[src/rtl/urs_cfg.svh]
// constants for the uart receive status block
`ifndef URS_CFG_SVH
`define URS_CFG_SVH
`define URS_STA_OFF 8'h00
`define URS_MASK_OFF 8'h04
`define URS_IRQ_OFF 8'h08
`define URS_DATA_OFF 8'h0c
`define URS_B_RXDA 0
`define URS_B_RX_OVERRUN_FLAG 1
`define URS_B_FRAMING_ERROR_FLAG 2
`define URS_B_PARITY_ERROR_FLAG 3
`define URS_B_IDLE 4
`define URS_B_ADDR_CHAR_DETECT_ENABLE 5
`define URS_B_SEL_LO 6
`define URS_B_NINE 8
`define URS_IRQ_W 3
`define URS_I_THR 0
`define URS_I_OVR 1
`define URS_I_ERR 2
`define URS_RESP_OK 2'b00
`define URS_RESP_ERR 2'b10
`define URS_ZERO32 32'h0000_0000
`endif

[src/rtl/urs_pkg.sv]
// types for the uart receive status block
package urs_pkg;
  typedef enum logic [1:0] {
    URS_SEL_ANY,
    URS_SEL_HALF,
    URS_SEL_3Q,
    URS_SEL_RSVD
  } urs_sel_t;
  typedef struct packed {
    logic [8:0] data;
    logic parity_err;
    logic framing_err;
  } urs_char_t;
endpackage

[src/rtl/urs_rx_status.sv]
// uart receive status, buffer, threshold irq and axi4-lite registers
//
// Overview of operation
// - selector 00 raises the receive flag while the buffer holds a char.
// - selector 01 raises the receive flag while half full or fuller.
// - selector 10 raises the receive flag while 3/4 full or fuller.
// - with address detect on in 9-bit mode only bit-8 chars are taken.
// - the idle flag reads one unless a character is being received.
// - the parity flag shows the parity error of the current char.
// - the framing flag shows the framing error of the current char.
// - the overrun flag is set when the receive buffer overflows.
// - only hardware sets the overrun flag, only a written zero clears it.
// - clearing a set overrun flag empties buffer and shift register.
// - the data flag reads one while the buffer holds a character.
//
// Design decisions made here: the AXI4-Lite slave port and the placing of the registers.
`timescale 1ns/100ps
`include "urs_cfg.svh"
module urs_rx_status #(
  parameter int DEPTH = 4
) (
  input wire logic clk,
  input wire logic reset_n,
  input wire logic rx_busy,
  input wire logic rx_char_valid,
  input wire urs_pkg::urs_char_t rx_char,
  input wire logic nine_bit_mode,
  input wire logic [7:0] s_axi_awaddr,
  input wire logic s_axi_awvalid,
  output logic s_axi_awready,
  input wire logic [31:0] s_axi_wdata,
  input wire logic [3:0] s_axi_wstrb,
  input wire logic s_axi_wvalid,
  output logic s_axi_wready,
  output logic [1:0] s_axi_bresp,
  output logic s_axi_bvalid,
  input wire logic s_axi_bready,
  input wire logic [7:0] s_axi_araddr,
  input wire logic s_axi_arvalid,
  output logic s_axi_arready,
  output logic [31:0] s_axi_rdata,
  output logic [1:0] s_axi_rresp,
  output logic s_axi_rvalid,
  input wire logic s_axi_rready,
  output logic rx_irq_flag,
  output logic rx_shift_clear,
  output logic irq
);
  import urs_pkg::*;

  localparam int AW = $clog2(DEPTH);

  // the fill count relies on wrapping pointers, so only powers of two
  // work, and the 1/2 and 3/4 marks need at least four entries
  if (DEPTH < 4 || (DEPTH & (DEPTH - 1)) != 0) begin : g_bad_depth
    $error("DEPTH must be a power of two, at least 4");
  end

  // ---------------------------------------------------------------
  // control registers
  // ---------------------------------------------------------------
  urs_sel_t rx_irq_threshold_sel;
  logic addr_char_detect_enable;
  logic rx_overrun_flag;
  logic [`URS_IRQ_W-1:0] irq_status;
  logic [`URS_IRQ_W-1:0] irq_mask;

  // ---------------------------------------------------------------
  // receive buffer
  // ---------------------------------------------------------------
  urs_char_t mem [DEPTH];
  logic [AW:0] wr_ptr;
  logic [AW:0] rd_ptr;
  wire [AW:0] fill = wr_ptr - rd_ptr;
  wire buf_full = fill[AW];
  wire buf_empty = (fill == '0);
  wire urs_char_t head = mem[rd_ptr[AW-1:0]];

  // address chars only when both enable and 9-bit mode are on
  wire addr_filter = addr_char_detect_enable & nine_bit_mode;
  wire char_ok = !addr_filter || rx_char.data[`URS_B_NINE];
  wire push_req = rx_char_valid && char_ok && !rx_overrun_flag;
  wire overflow = push_req && buf_full;
  wire push = push_req && !buf_full;

  // ---------------------------------------------------------------
  // bus decode
  // ---------------------------------------------------------------
  logic aw_held;
  logic w_held;
  logic [7:0] aw_addr;
  logic [31:0] w_data;
  logic [3:0] w_strb;
  wire aw_take = s_axi_awvalid && s_axi_awready;
  wire w_take = s_axi_wvalid && s_axi_wready;
  wire wr_go = aw_held && w_held && !s_axi_bvalid;
  wire wr_sta = wr_go && aw_addr == `URS_STA_OFF;
  wire wr_mask = wr_go && aw_addr == `URS_MASK_OFF;
  wire wr_hit = wr_sta || wr_mask || (wr_go && (aw_addr == `URS_IRQ_OFF
    || aw_addr == `URS_DATA_OFF));
  wire rd_go = s_axi_arvalid && s_axi_arready;
  wire rd_sta = s_axi_araddr == `URS_STA_OFF;
  wire rd_mask = s_axi_araddr == `URS_MASK_OFF;
  wire rd_irq = s_axi_araddr == `URS_IRQ_OFF;
  wire rd_data = s_axi_araddr == `URS_DATA_OFF;
  wire rd_hit = rd_sta || rd_mask || rd_irq || rd_data;
  wire pop = rd_go && rd_data && !buf_empty;
  wire lane0 = w_strb[0];
  wire lane0_ok = wr_sta && lane0;
  // a written zero over a set flag is the only clear; overflow wins
  wire rx_overrun_flag_clear = lane0_ok && rx_overrun_flag &&
    !w_data[`URS_B_RX_OVERRUN_FLAG] && !overflow;
  wire flush = rx_overrun_flag_clear;

  // ---------------------------------------------------------------
  // threshold and status
  // ---------------------------------------------------------------
  wire [AW:0] half = (AW + 1)'(DEPTH / 2);
  wire [AW:0] three_q = (AW + 1)'((DEPTH * 3) / 4);
  logic thr_hit;
  always_comb begin
    case (rx_irq_threshold_sel)
      URS_SEL_ANY: thr_hit = !buf_empty;
      URS_SEL_HALF: thr_hit = fill >= half;
      URS_SEL_3Q: thr_hit = fill >= three_q;
      // reserved code: treat as not-empty so the flag stays sane
      default: thr_hit = !buf_empty;
    endcase
  end

  wire parity_error_flag_now = !buf_empty && head.parity_err;
  wire framing_error_flag_now = !buf_empty && head.framing_err;
  wire idle_now = !rx_busy;
  wire [31:0] sta_word = {24'h0, rx_irq_threshold_sel,
    addr_char_detect_enable, idle_now, parity_error_flag_now, framing_error_flag_now,
    rx_overrun_flag, !buf_empty};
  wire [`URS_IRQ_W-1:0] events = {parity_error_flag_now | framing_error_flag_now, overflow,
    thr_hit & !rx_irq_flag};
  wire irq_clr = rd_go && rd_irq;
  wire [`URS_IRQ_W-1:0] next_irq_status;
  // a clearing read and a new event in one cycle: the event stays set
  for (genvar gi = 0; gi < `URS_IRQ_W; gi++) begin : g_irq_bit
    assign next_irq_status[gi] = events[gi] | (!irq_clr & irq_status[gi]);
  end
  wire next_irq = |(next_irq_status & irq_mask);
  wire [31:0] rd_word = rd_sta ? sta_word :
    rd_mask ? {29'h0, irq_mask} :
    rd_irq ? {29'h0, irq_status} :
    rd_data ? {23'h0, head.data} : `URS_ZERO32;

  // ---------------------------------------------------------------
  // storage
  // ---------------------------------------------------------------
  always_ff @(posedge clk) begin
    if (push) begin
      mem[wr_ptr[AW-1:0]] <= rx_char;
    end
  end

  always_ff @(posedge clk) begin
    if (!reset_n || flush) begin
      wr_ptr <= '0;
      rd_ptr <= '0;
    end else begin
      if (push) wr_ptr <= wr_ptr + 1'b1;
      if (pop) rd_ptr <= rd_ptr + 1'b1;
    end
  end

  always_ff @(posedge clk) begin
    if (!reset_n) begin
      rx_overrun_flag <= 1'b0;
    end else if (overflow) begin
      rx_overrun_flag <= 1'b1;
    end else if (rx_overrun_flag_clear) begin
      rx_overrun_flag <= 1'b0;
    end
  end

  always_ff @(posedge clk) begin
    if (!reset_n) begin
      rx_irq_threshold_sel <= URS_SEL_ANY;
      addr_char_detect_enable <= 1'b0;
      irq_mask <= '0;
    end else begin
      if (lane0_ok) begin
        rx_irq_threshold_sel <=
          urs_sel_t'(w_data[`URS_B_SEL_LO +: 2]);
        addr_char_detect_enable <= w_data[`URS_B_ADDR_CHAR_DETECT_ENABLE];
      end
      if (wr_mask && lane0) irq_mask <= w_data[`URS_IRQ_W-1:0];
    end
  end

  always_ff @(posedge clk) begin
    if (!reset_n) begin
      irq_status <= '0;
      irq <= 1'b0;
    end else begin
      irq_status <= next_irq_status;
      irq <= next_irq;
    end
  end

  // the threshold flag is one cycle behind the fill count
  always_ff @(posedge clk) begin
    if (!reset_n) begin
      rx_irq_flag <= 1'b0;
      rx_shift_clear <= 1'b0;
    end else begin
      rx_irq_flag <= thr_hit;
      rx_shift_clear <= flush;
    end
  end

  // ---------------------------------------------------------------
  // axi4-lite write channel
  // ---------------------------------------------------------------
  // address and data are taken in either order and parked until the
  // response is accepted, so at most one write is ever in flight
  wire b_done = s_axi_bvalid && s_axi_bready;
  wire next_awready = b_done || (!aw_held && !aw_take);
  wire next_wready = b_done || (!w_held && !w_take);
  wire [1:0] next_bresp = wr_hit ? `URS_RESP_OK : `URS_RESP_ERR;

  always_ff @(posedge clk) begin
    if (!reset_n) begin
      aw_held <= 1'b0;
      aw_addr <= '0;
      s_axi_awready <= 1'b0;
    end else begin
      s_axi_awready <= next_awready;
      if (b_done) begin
        aw_held <= 1'b0;
      end else if (aw_take) begin
        aw_held <= 1'b1;
        aw_addr <= s_axi_awaddr;
      end
    end
  end

  always_ff @(posedge clk) begin
    if (!reset_n) begin
      w_held <= 1'b0;
      w_data <= '0;
      w_strb <= '0;
      s_axi_wready <= 1'b0;
    end else begin
      s_axi_wready <= next_wready;
      if (b_done) begin
        w_held <= 1'b0;
      end else if (w_take) begin
        w_held <= 1'b1;
        w_data <= s_axi_wdata;
        w_strb <= s_axi_wstrb;
      end
    end
  end

  always_ff @(posedge clk) begin
    if (!reset_n) begin
      s_axi_bvalid <= 1'b0;
      s_axi_bresp <= `URS_RESP_OK;
    end else if (wr_go) begin
      s_axi_bvalid <= 1'b1;
      s_axi_bresp <= next_bresp;
    end else if (b_done) begin
      s_axi_bvalid <= 1'b0;
    end
  end

  // ---------------------------------------------------------------
  // axi4-lite read channel
  // ---------------------------------------------------------------
  // a new address is refused while the last answer is still standing
  wire r_done = s_axi_rvalid && s_axi_rready;
  wire next_arready = !rd_go && (r_done || !s_axi_rvalid);
  wire [1:0] next_rresp = rd_hit ? `URS_RESP_OK : `URS_RESP_ERR;

  always_ff @(posedge clk) begin
    if (!reset_n) begin
      s_axi_arready <= 1'b0;
      s_axi_rvalid <= 1'b0;
    end else begin
      s_axi_arready <= next_arready;
      if (rd_go) begin
        s_axi_rvalid <= 1'b1;
      end else if (r_done) begin
        s_axi_rvalid <= 1'b0;
      end
    end
  end

  // data and response only move when a read is taken, so they stand
  // unchanged for as long as the master stalls the answer
  always_ff @(posedge clk) begin
    if (!reset_n) begin
      s_axi_rdata <= `URS_ZERO32;
      s_axi_rresp <= `URS_RESP_OK;
    end else if (rd_go) begin
      s_axi_rdata <= rd_word;
      s_axi_rresp <= next_rresp;
    end
  end
endmodule

[config.mk]
export PLATFORM = sky130hd
export DESIGN_NAME = urs_rx_status
export DESIGN_NICKNAME = d
export VERILOG_FILES = /design/src/rtl/urs_pkg.sv /design/src/rtl/urs_rx_status.sv
export VERILOG_INCLUDE_DIRS = /design/src /design/src/rtl
export SDC_FILE = /design/constraint.sdc
export NUM_CORES = 1
export LEC_CHECK = 0
export ABC_AREA = 1
export BUFFER_PORTS_ARGS = -buffer_cell sky130_fd_sc_hd__buf_4
export CORE_MARGIN = 5
export CORE_UTILIZATION = 36
export DETAILED_ROUTE_END_ITERATION = 6
export HOLD_SLACK_MARGIN = 0.12
export SLEW_MARGIN = 0
export SYNTH_ARGS = -nofsm -noshare
export SYNTH_HDL_FRONTEND = slang
export SYNTH_SLANG_ARGS = --single-unit
[constraint.sdc]
create_clock -name clk -period 3.4 [get_ports clk]
set_clock_uncertainty 0.05 [all_clocks]
set_input_delay 0.34 -clock clk [delete_from_list [all_inputs] [get_ports clk]]
set_output_delay 0.34 -clock clk [all_outputs]
set_load 0.05 [all_outputs]
== After elaboration in Yosys (flattened, before gate mapping) ==
Memory sizes are Yosys's and may differ from the RTL's. A register that Yosys moved wholly into a read port is not among the register bits.
Cells that the tools add are included.
Word-level totals
  output and inout port bits: 44
  memories kept: 1
  logic and storage cells: 131
  bits of input ports: 73
  register bits: 79
  memory bits (writable): 44
Memory list
  mem: words 4, width 11, rd ports 1, clocked after Yosys merged registers in 1, write ports 1, RTL line urs_rx_status.sv:71  | urs_char_t mem [DEPTH];
Operators by class
  add/sub/neg operators: 3
  multiplexer cells: 17
  equal/unequal tests: 8
  order comparisons: 2
  reductions and logical operators: 65
  bitwise operators: 12
Operator list (number)
  $mux 9: 4
  $eq 8x4->1 const B: 4
  $logic_and 1x1->1: 27
  $logic_not 1->1: 17
  $eq 8x3->1 const B: 2
  $logic_not 8->1: 2
  $logic_or 1x1->1: 11
  $mux 1: 8
  $mux 2: 4
  $add 3x1->3 const B: 2
  $ge 3x2->1 const B: 2
  $reduce_bool 2->1: 3
  $and 1x1->1: 5
  $or 1x1->1: 4
  $reduce_and 2->1: 2
  $and 3x3->3: 1
  $logic_not 3->1: 1
  $reduce_or 3->1: 1
  $sub 3x3->3: 1
  $eq 2x1->1 const B: 1
  $eq 2x2->1 const B: 1
  $not 1->1: 2
  $pmux 1 s2: 1
  $reduce_or 2->1: 1

== Longest topological paths before layout ==
  word-level depth: 10
  depth in mapped cells: 13
  mapped depth without buffers: 13

== Least setup slack after synthesis ==
Ideal clock, no wire load.
  path type: reg2reg
  from: register wr_ptr[0]
  to: memory mem[3][0] (netlist name) (enable)
  required time: 2970 ps
  slack: 1102 ps
  arrival time: 1868 ps
  stages on the path, launching flop included: 8
  clock period less this slack: 2298 ps
  path buffers: 0
  setup time: 380 ps
  cell sequence: dfxtp_1 -> inv_1 -> ha_1 -> inv_1 -> fa_1 -> nand2_1 -> nand3_2 -> nor2_1
Between the ends
  word-level cells in the longest chain between the ends: 5
RTL lines
  start: declaration: RTL line urs_rx_status.sv:72  | logic [AW:0] wr_ptr;
  start signal: assignment: RTL line urs_rx_status.sv:165  | if (push) wr_ptr <= wr_ptr + 1'b1;
  $sub 3x3->3: RTL line urs_rx_status.sv:74  | wire [AW:0] fill = wr_ptr - rd_ptr;
  $logic_not 1->1: RTL line urs_rx_status.sv:84  | wire push = push_req && !buf_full;
  $logic_and 1x1->1: RTL line urs_rx_status.sv:84
  $mux 1: RTL line urs_rx_status.sv:155  | if (push) begin
  $mux 1 (implied by the code): RTL line urs_rx_status.sv:156  | mem[wr_ptr[AW-1:0]] <= rx_char;
  end: declaration: RTL line urs_rx_status.sv:71
Several ways; a longest one is shown, not always the timed one.

== Worst setup path in the final report ==
  from: register wr_ptr[0]
  to: memory mem[3][8] (netlist name) (enable)
The elaborated chain is that of the path after synthesis.

==> summary.txt <==
Yosys
  – Xor/xnor share of the synthesized area: 0.00206
  – Post-Syn Area: 0.00425 mm²
  – Syn avg cell area: 9.15 µm²
  – Netlist cell types: 30
  – Flops & latches, synth: 98
  – Synth async-reset ratio: 0
  – Post-Synth Adder-Cell Area: 0.0283
  – Largest family of logic cells by synthesized area: simple AND/OR/NAND/NOR gates
  – Compound-Gate Fraction of Synth Area: 0.130
  – Post-synthesis mux area share: 0
  – Simple-gate share of the synthesized area: 0.172
  – Synth Instances: 464
  – EDFF count, synth: 44
  – Seq/Total Area, Yosys: 0.566
  – Ys flop type: dfxtp_1
  – Synth warnings: 0

Clocking
  – CTS root buf: clkbuf_16
  – TritonCTS buffer count: 9
  – Post-CTS setup repair buffer count: 0
  – Clk buf depth: 2
  – CTS Sinks: 98
  – Post-CTS Hold Fix Bufs: 0
  – Clock latency at the later pin of the worst-skew pair: 0.34 ns
  – CTS tree: yes
  – H-tree Lvls: 3
  – Clock Pin Slew Worst Setup and Hold Paths: 0.06 ns
  – Post-cts resize count: 0

Finish
  – # fillers: 1093
  – P&R area growth vs syn: 20.8%
  – Commonest cells after routing, fill and taps aside: 67 x buf_4, 63 x nor2_1, 60 x nand2_1, 54 x dfxtp_1, 52 x inv_1
  – Post-route design area: 0.00513 mm²
  – Commonest non-fill, non-tap cell in the layout: buf_4
  – Antenna Cells: 0
  – Nets: 612
  – Area of the multi-input gates: 0.00150 mm²
  – Share of cells above drive strength 1: 0.166
  – FF/Latch Area: 0.00240 mm²

Global routing
  – GRT Overall Usage: 0.134
  – Vias in the first global route: 2959
  – First-pass GRT wire length: 15100 µm
  – Initial antenna violation count: 0
  – Gr ovfl total: 0
  – Largest net degree at the start of global routing: 33

Critical path
  – Critical path class: flop to flop
  – R2R setup slack: 1.15 ns
  – R2r startpoint: wr_ptr[0]$_SDFFE_PP0P_
  – Worst path slowest cell: fa_1
  – Crit. End Element: flop
  – Worst-path cell chain: inv_1, ha_1, inv_1, fa_1, nand2_1, nand3_2, nor2_1, buf_4
  – FF-to-FF path depth: 8
  – CP arrival: 2.24 ns
  – Crit path top cell by count: inv_1
  – Max incr delay on CP: 0.37 ns
  – WP data required: 3.39 ns
  – Crit path max fanout: 11
  – Reg-to-Reg End: mem[3][8]$_DFFE_PP_
  – Critical path startpoint category: flop

Routing
  – 1st-iter DRT viols: 167
  – Detailed-route via count: 3234
  – Drt pass-1 iters: 5
  – Drt drc: 0
  – Vias/cell: 4.77
  – DR WL/cell: 14.0 µm
  – Detailed Route WL: 9500 µm
  – Routed Antenna Nets: 0

STA
  – TNS Setup: 0 ns
  – Relative slew slack: 0.586
  – Crit share post-route: 0.662
  – Worst Tran Pin Value: 0.620 ns
  – Post-route minimum period: 2.25 ns
  – Max Freq: 0.444 GHz
  – # setup viols final: 0
  – RSZ-0062 raised after global routing: no
  – Slew Viols, Final: 0
  – Final hold vios: 0

Power and ir drop
  – P_leak: 2.16 nW
  – Peak VDD IR: 0.314 mV
  – Power Density: 535 mW/mm²

Placed design
  – HPWL after DPL: 6740 µm
  – GP Congestion: 0.840
  – Area post-placement: 0.00478 mm²
  – Port-buffer cells: 62

Worst hold path
  – Class of the worst hold path: primary input to flop
  – Min-Delay Endpoint: mem[0][5]$_DFFE_PP_
  – Hold path depth: 1
  – Worst hold start: rx_char[5]

Floorplan
  – Die Wd: 119 µm
  – Core area: 0.0115 mm²
  – Starting Density: 0.370
  – Die area: 0.0141 mm²
  – IO Pins: 117
  – Row count: 39
  – Die Span Y: 119 µm

Run status
  – Outcome: finished clean

Job
  – Maxcap violations: 0
## per-stage QoR
step	std cells	utilization	power [mW]	setup WS, ns	hold WS [ns]
after global placement	662	0.417	1.61	1.19	0.407
final	678	0.447	2.75	1.15	0.146
after detailed placement	662	0.417	1.62	1.15	0.413
after CTS	678	0.447	2.76	1.13	0.136
after floorplan	488	-	1.54	1.10	0.387
after global routing	678	0.447	2.85	0.954	0.138
## routing by layer
layer  GRT usage  part of all wire
met1       0.185              0.47
met3      0.0320             0.069
met5           0                 0
met4      0.0631             0.022
met2       0.198              0.44
## Yosys cell counts, drive strengths merged (2+ instances only)
cell type	count	area [µm²]
buf	29	208
o22ai	7	43.8
nand4	7	43.8
nor2	63	236
dfxtp	54	1080
edfxtp	44	1320
inv	52	195
o21ai	48	240
nor4	2	27.5
nand2	63	249
nand3	22	120
ha	8	100
a32oi	2	17.5
o211ai	2	15.0
nor3	9	45.0
a31oi	4	25.0
a21oi	33	165
a41oi	2	17.5
clkbuf	7	26.3
## state kept, by name, indices dropped and copies added (netlist names), 2 cells and up, named ones only
signal,flops
mem,44
s_axi_rdata,9
aw_addr,8
w_data,6
irq_mask,3
irq_status,3
rd_ptr,3
wr_ptr,3
rx_irq_threshold_sel,2
## power breakdown
group / internal (mW) / switching, mW / leakage, nW / total (mW)
Clock: 0.721 / 0.434 / 0.163 / 1.16
Sequential: 1.28 / 0.0243 / 0.845 / 1.31
Combinational: 0.0835 / 0.201 / 1.15 / 0.284
Total: 2.09 / 0.659 / 2.16 / 2.75
## how the worst max path moves through the flow
stage	from	to	slack [ns]	cells after the start
after floorplan	wr_ptr[0]$_SDFFE_PP0P_	mem[3][0]$_DFFE_PP_	1.10	7
after global placement	wr_ptr[0]$_SDFFE_PP0P_	mem[3][7]$_DFFE_PP_	1.19	8
after detailed placement	wr_ptr[0]$_SDFFE_PP0P_	mem[3][7]$_DFFE_PP_	1.15	8
after CTS	wr_ptr[0]$_SDFFE_PP0P_	mem[3][8]$_DFFE_PP_	1.13	8
after global routing	wr_ptr[0]$_SDFFE_PP0P_	mem[3][8]$_DFFE_PP_	0.95	8
final	wr_ptr[0]$_SDFFE_PP0P_	mem[3][8]$_DFFE_PP_	1.15	8
## cells by family (layout without fill, tap and decap cells)
family	count (synthesis)	after routing
simple gates	167	167
compound gates	100	100
flops	98	98
buf+inv	88	135
fa+ha+maj	9	9
other cells	1	25
xor+xnor	1	1
## critical path: cells and delay by family, from the launching register on
| family | cells | cell delay [ns] |
|---|---|---|
| and+or+nand+nor | 3 | 0.60 |
| DFF | 1 | 0.34 |
| adders and majority gates | 2 | 0.53 |
| buffers and inverters | 3 | 0.42 |
## layout make-up
class / count / area share
clock buffer: 10 / 0.0447
clock inverter: 6 / 0.0224
inverter: 52 / 0.0381
multi-input combinational: 302 / 0.293
sequential: 98 / 0.469
tap: 143 / 0.0349
timing repair buffer: 67 / 0.0981
Power figures use the tool's default switching activity.
